$ cat src/link_fault_params.svh
`ifndef LINK_FAULT_PARAMS_SVH
`define LINK_FAULT_PARAMS_SVH

// Register byte offsets, one aligned word each
`define REG_STATUS_OFS      4'h0
`define REG_CONTROL_OFS     4'h4
`define REG_INT_STATUS_OFS  4'h8
`define REG_INT_MASK_OFS    4'hC

// Status register bit positions
`define ST_LINK_NOW         0
`define ST_LINK_LATCH       1
`define ST_FAULT_NOW        2
`define ST_FAULT_LATCH      3
`define ST_REMOTE           4
`define ST_BLOCK_LOCK       5
`define ST_HI_BER           6
`define ST_SIG_DET          7

// Control register bit positions (write one, self clearing)
`define CTL_CLR_LINK        0
`define CTL_CLR_FAULT       1
`define CTL_PCS_RESET       2

// Interrupt status and mask bit positions
`define INT_FAULT           0
`define INT_LINK_DOWN       1
`define INT_REMOTE          2
`define INT_WIDTH           3

// Reset values
`define INT_MASK_RST        3'h0
`define INT_STATUS_RST      3'h0
`define LINK_LATCH_RST      1'b0
`define FAULT_LATCH_RST     1'b0

// Fault sequence ordered set encoding
`define FLT_SEQ_CODE        8'h9C
`define FLT_CODE_LOCAL      8'h01
`define FLT_CODE_REMOTE     8'h02
`define FLT_CTRL            4'h1

// Block synchronisation counts, in sync headers
`define SYNC_GOOD_HDRS      64
`define SYNC_BAD_LIMIT      16
`define SYNC_WINDOW         64

`endif

$ cat src/fault_pkg.sv
package fault_pkg;

   // Receive block synchronisation states
   typedef enum logic [1:0] {SYNC_LOSS, SYNC_HUNT, SYNC_LOCK} sync_state_e;

endpackage : fault_pkg

$ cat src/sync_if.sv
`timescale 1ns/1ps

interface sync_if;
   logic                   hdr_stb;     // One sync header checked
   logic                   hdr_ok;      // That header was valid
   logic                   sig_ok;      // Signal present, no reset
   logic                   block_lock;  // Synchronised to blocks
   fault_pkg::sync_state_e state;       // Current sync state

   // Side that feeds headers and watches the lock
   modport ctrl (output hdr_stb, hdr_ok, sig_ok,
                 input  block_lock, state);
   // Side that runs the synchronisation machine
   modport fsm  (input  hdr_stb, hdr_ok, sig_ok,
                 output block_lock, state);
endinterface : sync_if
$ cat src/block_sync.sv
`timescale 1ns/1ps
`include "link_fault_params.svh"

module block_sync
#(
   parameter int GOOD_HDRS = `SYNC_GOOD_HDRS,
   parameter int BAD_LIMIT = `SYNC_BAD_LIMIT,
   parameter int WINDOW    = `SYNC_WINDOW
)
(
   // Clock and reset
   input  wire logic mclk_i,
   input  wire logic rst_n_i,
   // Header stream and lock result
   sync_if.fsm       bus
);

   localparam int CW = $clog2((GOOD_HDRS > WINDOW ? GOOD_HDRS : WINDOW) + 1);

   fault_pkg::sync_state_e state, next_state;  // Sync machine
   logic [CW-1:0]          cnt, next_cnt;      // Good run or window
   logic [CW-1:0]          bad, next_bad;      // Bad headers in window

   assign bus.state      = state;
   assign bus.block_lock = (state == fault_pkg::SYNC_LOCK);

   ////////////////////////////////////////////////////////////////////////
   // Next state; losing the signal overrides every state transition
   always_comb
   begin
      next_state = state;
      next_cnt   = cnt;
      next_bad   = bad;
      unique case (state)
         fault_pkg::SYNC_LOSS:
         begin
            next_cnt = '0;
            next_bad = '0;
            if (bus.sig_ok)
            begin
               next_state = fault_pkg::SYNC_HUNT;
            end
         end
         fault_pkg::SYNC_HUNT:
         begin
            // A run of good headers is needed; one bad restarts it
            if (bus.hdr_stb && !bus.hdr_ok)
            begin
               next_cnt = '0;
            end
            else if (bus.hdr_stb && cnt == CW'(GOOD_HDRS - 1))
            begin
               next_state = fault_pkg::SYNC_LOCK;
               next_cnt   = '0;
            end
            else if (bus.hdr_stb)
            begin
               next_cnt = cnt + 1'b1;
            end
         end
         fault_pkg::SYNC_LOCK:
         begin
            // Too many bad headers inside one window drops the lock
            if (bus.hdr_stb && !bus.hdr_ok && bad == CW'(BAD_LIMIT - 1))
            begin
               next_state = fault_pkg::SYNC_HUNT;
               next_cnt   = '0;
               next_bad   = '0;
            end
            else if (bus.hdr_stb && cnt == CW'(WINDOW - 1))
            begin
               next_cnt = '0;
               next_bad = '0;
            end
            else if (bus.hdr_stb)
            begin
               next_cnt = cnt + 1'b1;
               next_bad = bad + CW'(!bus.hdr_ok);
            end
         end
      endcase
      if (!bus.sig_ok)
      begin
         next_state = fault_pkg::SYNC_LOSS;
      end
   end

   // State registers
   always_ff @(posedge mclk_i or negedge rst_n_i)
   begin
      if (!rst_n_i)
      begin
         state <= fault_pkg::SYNC_LOSS;
         cnt   <= '0;
         bad   <= '0;
      end
      else
      begin
         state <= next_state;
         cnt   <= next_cnt;
         bad   <= next_bad;
      end
   end
endmodule : block_sync

$ cat src/link_fault_signalling.sv
`timescale 1ns/1ps
`include "link_fault_params.svh"

module link_fault_signalling
#(
   parameter int GOOD_HDRS = `SYNC_GOOD_HDRS,
   parameter int BAD_LIMIT = `SYNC_BAD_LIMIT,
   parameter int WINDOW    = `SYNC_WINDOW
)
(
   // Clock and reset
   input  wire logic        MCLK_I,
   input  wire logic        RST_N_I,
   // Avalon-MM register slave
   input  wire logic [3:0]  AVS_ADDRESS_I,
   input  wire logic        AVS_READ_I,
   input  wire logic        AVS_WRITE_I,
   input  wire logic [31:0] AVS_WRITEDATA_I,
   input  wire logic [3:0]  AVS_BYTEENABLE_I,
   output      logic [31:0] AVS_READDATA_O,
   output      logic        AVS_WAITREQUEST_O,
   // Decoded receive stream and its checks, same clock
   input  wire logic [31:0] RX_DATA_I,
   input  wire logic [3:0]  RX_CTRL_I,
   input  wire logic        HDR_STB_I,
   input  wire logic        HDR_OK_I,
   input  wire logic        HI_BER_I,
   input  wire logic        EBUF_ERR_I,
   // Transceiver and optics status pins, foreign timing
   input  wire logic        XCVR_LOCKED_I,
   input  wire logic        XCVR_RX_RST_DONE_I,
   input  wire logic        SIGNAL_DETECT_I,
   // Receive XGMII toward the MAC
   output      logic [31:0] XGMII_RXD_O,
   output      logic [3:0]  XGMII_RXC_O,
   // Immediate indications and interrupt
   output      logic        LINK_UP_O,
   output      logic        LOCAL_FAULT_O,
   output      logic        BLOCK_LOCK_O,
   output      logic        IRQ_O
);

   ////////////////////////////////////////////////////////////////////////
   // Declarations
   logic [2:0]            pin_meta;     // First synchroniser stage
   logic [2:0]            pin_sync;     // Second synchroniser stage
   logic                  ack;          // Bus request answered this cycle
   logic                  pcs_rst;      // Soft PCS reset pulse
   logic                  link_latch;   // Latched low link status
   logic                  fault_latch;  // Latched high local fault
   logic                  remote_seen;  // Remote fault, last cycle
   logic                  fault_q;      // Fault, last cycle
   logic                  link_q;       // Link, last cycle
   logic [`INT_WIDTH-1:0] int_st;       // Sticky interrupt causes
   logic [`INT_WIDTH-1:0] int_mask;     // Interrupt enables
   logic [31:0]           status_word;  // Packed status for reads
   logic [31:0]           rd_mux;       // Selected read word

   sync_if sif ();

   ////////////////////////////////////////////////////////////////////////
   // Status pins come from the transceiver and optics; two flops first
   always_ff @(posedge MCLK_I or negedge RST_N_I)
   begin
      if (!RST_N_I)
      begin
         pin_meta <= 3'h0;
         pin_sync <= 3'h0;
      end
      else
      begin
         pin_meta <= {SIGNAL_DETECT_I, XCVR_RX_RST_DONE_I, XCVR_LOCKED_I};
         pin_sync <= pin_meta;
      end
   end

   // Transceiver usable: locked and out of its receive reset
   wire xcvr_ok = pin_sync[0] & pin_sync[1];
   // Soft reset or an unusable transceiver looks like a lost signal, so
   // sync restarts cleanly and the link reads down until it relocks
   wire sig_ok  = pin_sync[2] & xcvr_ok & ~pcs_rst;

   ////////////////////////////////////////////////////////////////////////
   // Block synchronisation
   assign sif.hdr_stb = HDR_STB_I;
   assign sif.hdr_ok  = HDR_OK_I;
   assign sif.sig_ok  = sig_ok;

   block_sync
   #(
      .GOOD_HDRS (GOOD_HDRS),
      .BAD_LIMIT (BAD_LIMIT),
      .WINDOW    (WINDOW)
   )
   u_sync
   (
      .mclk_i  (MCLK_I),
      .rst_n_i (RST_N_I),
      .bus     (sif.fsm)
   );

   wire blk = sif.block_lock;

   ////////////////////////////////////////////////////////////////////////
   // Receiver readiness and link
   // Any cause of an unusable receiver raises the local fault
   wire fault_now = ~xcvr_ok | ~blk | HI_BER_I | EBUF_ERR_I | pcs_rst;
   // Link needs signal and block lock, and no high error rate
   wire link_now  = sig_ok & blk & ~HI_BER_I;

   // Local fault ordered set: 9C control on lane 0, code on lane 3
   wire [31:0] lf_word = {`FLT_CODE_LOCAL, 16'h0000, `FLT_SEQ_CODE};
   wire [31:0] rf_word = {`FLT_CODE_REMOTE, 16'h0000, `FLT_SEQ_CODE};

   // Remote fault from the far end, told apart by its lane 3 code
   wire rx_remote  = (RX_CTRL_I == `FLT_CTRL) && (RX_DATA_I == rf_word);
   wire remote_now = ~fault_now & rx_remote;

   // Fault replaces the stream; otherwise everything passes untouched
   wire [31:0] next_rxd = fault_now ? lf_word : RX_DATA_I;
   wire [3:0]  next_rxc = fault_now ? `FLT_CTRL : RX_CTRL_I;

   ////////////////////////////////////////////////////////////////////////
   // Bus decode
   // One wait state: the answer comes in the cycle after the request
   wire req        = AVS_READ_I | AVS_WRITE_I;
   wire do_rd      = AVS_READ_I & ack;
   wire do_wr      = AVS_WRITE_I & ack & AVS_BYTEENABLE_I[0];
   wire sel_status = (AVS_ADDRESS_I == `REG_STATUS_OFS);
   wire sel_ctl    = (AVS_ADDRESS_I == `REG_CONTROL_OFS);
   wire sel_int    = (AVS_ADDRESS_I == `REG_INT_STATUS_OFS);
   wire sel_mask   = (AVS_ADDRESS_I == `REG_INT_MASK_OFS);
   wire ctl_wr     = do_wr & sel_ctl;
   wire rd_status  = do_rd & sel_status;
   wire rd_int     = do_rd & sel_int;

   assign AVS_WAITREQUEST_O = req & ~ack;

   ////////////////////////////////////////////////////////////////////////
   // Latch clears
   // A read clears only what that read reported, so an event landing
   // between the data snapshot and the clear is never lost
   wire clr_fault = (ctl_wr & AVS_WRITEDATA_I[`CTL_CLR_FAULT]) | pcs_rst
                  | (rd_status & AVS_READDATA_O[`ST_FAULT_LATCH]);
   wire reload_link = (ctl_wr & AVS_WRITEDATA_I[`CTL_CLR_LINK]) | pcs_rst
                    | (rd_status & ~AVS_READDATA_O[`ST_LINK_LATCH]);

   // Fault latch: set wins over clear
   wire next_fault_latch = fault_now | (fault_latch & ~clr_fault);
   // Link latch holds a drop; a reload takes the present level
   wire next_link_latch  = link_now & (link_latch | reload_link);

   ////////////////////////////////////////////////////////////////////////
   // Interrupt causes: fault rising, link falling, remote fault arriving
   wire [`INT_WIDTH-1:0] evt = {remote_now & ~remote_seen,
                                ~link_now & link_q,
                                fault_now & ~fault_q};
   wire [`INT_WIDTH-1:0] int_clr = rd_int ?
                                   AVS_READDATA_O[`INT_WIDTH-1:0] :
                                   {`INT_WIDTH{1'b0}};
   wire [`INT_WIDTH-1:0] next_int_st = evt | (int_st & ~int_clr);

   ////////////////////////////////////////////////////////////////////////
   // Read data selection; unmapped offsets read as zero
   always_comb
   begin
      status_word                  = 32'h0;
      status_word[`ST_LINK_NOW]    = link_now;
      status_word[`ST_LINK_LATCH]  = link_latch;
      status_word[`ST_FAULT_NOW]   = fault_now;
      status_word[`ST_FAULT_LATCH] = fault_latch;
      status_word[`ST_REMOTE]      = remote_seen;
      status_word[`ST_BLOCK_LOCK]  = blk;
      status_word[`ST_HI_BER]      = HI_BER_I;
      status_word[`ST_SIG_DET]     = pin_sync[2];
   end

   assign rd_mux = sel_status ? status_word :
                   sel_int    ? {29'h0, int_st} :
                   sel_mask   ? {29'h0, int_mask} : 32'h0;

   ////////////////////////////////////////////////////////////////////////
   // Bus handshake and read capture; data stands while ack is high
   always_ff @(posedge MCLK_I or negedge RST_N_I)
   begin
      if (!RST_N_I)
      begin
         ack            <= 1'b0;
         AVS_READDATA_O <= 32'h0;
      end
      else
      begin
         ack <= req & ~ack;
         if (AVS_READ_I && !ack)
         begin
            AVS_READDATA_O <= rd_mux;
         end
      end
   end

   // Control pulses and mask register
   always_ff @(posedge MCLK_I or negedge RST_N_I)
   begin
      if (!RST_N_I)
      begin
         pcs_rst  <= 1'b0;
         int_mask <= `INT_MASK_RST;
      end
      else
      begin
         pcs_rst <= ctl_wr & AVS_WRITEDATA_I[`CTL_PCS_RESET];
         if (do_wr && sel_mask)
         begin
            int_mask <= AVS_WRITEDATA_I[`INT_WIDTH-1:0];
         end
      end
   end

   // Latches, edge history and interrupt state
   always_ff @(posedge MCLK_I or negedge RST_N_I)
   begin
      if (!RST_N_I)
      begin
         fault_latch <= `FAULT_LATCH_RST;
         link_latch  <= `LINK_LATCH_RST;
         remote_seen <= 1'b0;
         fault_q     <= 1'b1; // Fault is up out of reset: no false rise
         link_q      <= 1'b0;
         int_st      <= `INT_STATUS_RST;
         IRQ_O       <= 1'b0;
      end
      else
      begin
         fault_latch <= next_fault_latch;
         link_latch  <= next_link_latch;
         remote_seen <= remote_now;
         fault_q     <= fault_now;
         link_q      <= link_now;
         int_st      <= next_int_st;
         IRQ_O       <= |(int_st & int_mask);
      end
   end

   // Outputs toward the MAC, all from flops
   always_ff @(posedge MCLK_I or negedge RST_N_I)
   begin
      if (!RST_N_I)
      begin
         XGMII_RXD_O   <= {`FLT_CODE_LOCAL, 16'h0000, `FLT_SEQ_CODE};
         XGMII_RXC_O   <= `FLT_CTRL;
         LINK_UP_O     <= 1'b0;
         LOCAL_FAULT_O <= 1'b1;
         BLOCK_LOCK_O  <= 1'b0;
      end
      else
      begin
         XGMII_RXD_O   <= next_rxd;
         XGMII_RXC_O   <= next_rxc;
         LINK_UP_O     <= link_now;
         LOCAL_FAULT_O <= fault_now;
         BLOCK_LOCK_O  <= blk;
      end
   end
endmodule : link_fault_signalling

$ cat config.mk
export PLATFORM = sky130hd
export DESIGN_NAME = link_fault_signalling
export DESIGN_NICKNAME = d
export VERILOG_FILES = /design/src/fault_pkg.sv /design/src/sync_if.sv /design/src/block_sync.sv /design/src/link_fault_signalling.sv
export VERILOG_INCLUDE_DIRS = /design/src
export SDC_FILE = /design/constraint.sdc
export NUM_CORES = 1
export LEC_CHECK = 0
export ABC_AREA = 1
export BUFFER_PORTS_ARGS = -buffer_cell sky130_fd_sc_hd__buf_2
export CORE_UTILIZATION = 30
export DETAILED_ROUTE_END_ITERATION = 8
export SETUP_SLACK_MARGIN = 0.05
export SYNTH_ARGS = -nofsm -noshare
export SYNTH_HDL_FRONTEND = slang
export SYNTH_SLANG_ARGS = --single-unit
$ cat constraint.sdc
create_clock -name MCLK_I -period 1.4 [get_ports MCLK_I]
set_clock_uncertainty 0.1 [all_clocks]
set_input_delay 0.28 -clock MCLK_I [delete_from_list [all_inputs] [get_ports MCLK_I]]
set_output_delay 0.28 -clock MCLK_I [all_outputs]
set_load 0.1 [all_outputs]
==> results.md <==
- Clk network pwr share: 0.398
- Post-Syn Area: about 3900 um2
- Status: complete, but fails checks
- RSZ-0062 raised after global routing: true
- Die area: ~13000 um2
- Total GRT Usage: 0.158
- Tmin final: between 1 and 1.5 ns
- Distinct cell type count after synthesis: 35
- DRC: 0
- First-pass GRT wire length: roughly 16000 um
- DR WL/cell: 12.1 um
- Port bufs: 103
- Maximum vdd ir drop: 0.890 mV
- Hpwl dp: ~7300 um
- Final count of hold timing violations: 0
- Crit path DAT: ~1.1 ns
- Core Box Area: approximately 13000 um2
- Yosys reg bits: 81
- Final period utilization: 1.05
- Layout Nets: approximately 700
- Power share of the combinational group: 0.161
- Share of cells above drive strength 1: 0.401
- Post-DRT Antenna Nets: 0
- RePlAce Congestion: just over 0.8
- Pleak: ~0.0031 uW
- Detailed Route WL: roughly 9500 um
- Root Buffer: clkbuf_16
- Clock transition at the registers of the reported paths: roughly 0.07 ns
- Worst Path Required: between 1 and 1.5 ns
- Setup-failing EPs final: 25
- TritonRoute pass-1 iters: 4
- Setup ws final: -0.0713 ns
- TritonCTS Buffers: 9
- Vias per inst: 4.21
- Final Max Tran Viols: 0
- Psw: ~1700 uW
- Hold WC Path Type: primary input to flip-flop
- Fmax: ~680 MHz
- Sequential area share after synthesis: 0.527
- CTS tree: built
- Vias in the first global route: 3314
- Crit. End Element: output pin
- Maxcap violations: 0
- Largest net degree at the start of global routing: 30
- Internal power: between 3000 and 4000 uW
- CTS sink cnt: 81
- Total gr overflow: 0
- Synth warnings: 0
- Failing checks: negative setup slack
- Die Height: 115 um
- CP Launch Type: flip-flop
- Initial antenna violation count: 0
- I/O pin total: 160
- WHS: 0.0412 ns
- Setup Crit Path Kind: flip-flop to output pin
- Sequential Power Share: 0.441
- Flop2flop setup slack: -0.03 ns
- Power density cells: between 800 and 900 nW/um2
- H-tree depth: 3
- # diodes: 0
- DR vias: between 3000 and 4000
- Synth Area per Inst: around 8.6 um2
- Clock Latency Late Sink: 0.34 ns
- Area grow syn2layout: 58.7%
- Worst Path Max Fanout: 2
- DR iter-0 viols: 127
- Cell count after synthesis: 451
- Switching Share: 0.302
- Starting Density: 0.307
- Clock buffer depth: 2
- Power, Total: about 5500 uW
- Die X: about 120 um
- FP Rows: 41
per-stage QoR:
step,setup WS (ns),area (um2),TNS (ns),instances,util
2_1_floorplan,0.0152,3990,0,474,-
3_3_place_gp,-0.129,5470,-1.57,748,0.435
3_5_place_dp,-0.140,5470,-2.67,748,0.435
4_1_cts,-0.0952,6000,-0.677,778,0.478
5_1_grt,-0.118,6120,-3.99,781,0.487
6_report,-0.0713,6120,-0.590,781,0.487
cells in the final DEF, fill, tap and decap left out, types with 4 or more instances in the layout:
cell type,count
nand2_1,87
dfrtp_1,68
inv_1,66
nor2_1,58
buf_2,53
buf_12,51
buf_4,27
conb_1,24
nand3_1,17
nand2_2,14
nor2_2,12
buf_6,12
nand4_1,10
o21ai_0,9
clkbuf_16,9
inv_2,8
nor2_4,8
dfstp_2,7
nand2_4,7
dfrtp_2,6
nand3_2,4
o21ai_1,4
ha_4,4
dlygate4sd3_1,4
registers in the layout, indices dropped and copies added, names as in the netlist, 2 cells and up:
signal            cells
AVS_READDATA_O        8
XGMII_RXC_O           4
XGMII_RXD_O          32
int_mask              3
int_st                3
pin_meta              3
pin_sync              3
u_sync.bad            7
u_sync.bus.state      2
u_sync.cnt            7
metal layers:
metal	part of all wire	vias to the layer above	global-route usage
met5	0	-	0
met4	0.014	0	0.0502
met3	0.11	8	0.0863
met2	0.50	101	0.271
met1	0.38	1545	0.164
li1	-	1633	-
final cells by class:
type	count	area (um2)
Clock buffer	10	229
Clock inverter	6	50.0
Fill cell	1174	6440
Inverter	76	290
Multi-Input combinational cell	288	1620
Sequential cell	81	2040
Tap cell	172	215
Timing Repair Buffer	148	1680
power by group through the flow:
stage	Clock [uW]	Combinational [uW]	Sequential, uW
after floorplan	0	498	2560
after global placement	0	835	2470
after detailed placement	0	841	2470
after CTS	2280	878	2430
after global routing	2360	951	2430
final	2190	885	2430
what timing repair did:
item	in CTS	in global routing
gates resized for setup	43	30
hold buffers	4	0
pin swaps	18	17
setup endpoints to repair	59	75
setup buffers	10	3
endpoints found under the hold margin	19	0
worst max-delay path, cell delays in order (launching register included):
cell and delay, ns:
dfrtp_1 0.41, a21oi_4 0.16, buf_12 0.19
final timing paths:
path / start / to / cells past startpoint
max: ack$_DFF_PN0_ / AVS_WAITREQUEST_O / 2
min: RX_DATA_I[3] / XGMII_RXD_O[3]$_DFF_PN1_ / 2
max reg2reg: u_sync.bus.state[1]$_DFFE_PN0P_ / u_sync.bad[2]$_DFFE_PN0P_ / 6
min reg2reg: pin_meta[0]$_DFF_PN0_ / pin_sync[0]$_DFF_PN0_ / 0
max in group asynchronous: RST_N_I / XGMII_RXD_O[7]$_DFF_PN1_ / 3
min in group asynchronous: RST_N_I / BLOCK_LOCK_O$_DFF_PN0_ / 2
Yosys cell counts, drive strengths merged:
| cell type | number | area share |
|---|---|---|
| nand2 | 108 | 0.11 |
| nor2 | 78 | 0.085 |
| inv | 76 | 0.074 |
| dfrtp | 74 | 0.48 |
| buf | 29 | 0.060 |
| nand3 | 23 | 0.036 |
| o21ai | 16 | 0.021 |
| nand4 | 10 | 0.016 |
| dfstp | 7 | 0.048 |
| ha | 6 | 0.019 |
| nor3 | 5 | 0.012 |
| or2 | 4 | 0.0065 |
| o31ai | 3 | 0.0058 |
| a21oi | 2 | 0.0055 |
| nand3b | 2 | 0.0039 |
| a21boi | 1 | 0.0019 |
| a31oi | 1 | 0.0016 |
| and2 | 1 | 0.0016 |
| conb | 1 | 0.00097 |
| nor3b | 1 | 0.0032 |
| o211ai | 1 | 0.0019 |
| xnor2 | 1 | 0.0023 |
| xor2 | 1 | 0.0023 |
cells by family after synthesis:
family / share of synthesized area
xor gates and xnor gates: 0.00454
adders and majority gates: 0.0194
DFF: 0.527
other: 0.000972
and+or+nand+nor: 0.276
AOI/OAI and AO/OA: 0.0376
buffers and inverters: 0.134
Note: power is estimated with default switching activity, not from simulation.
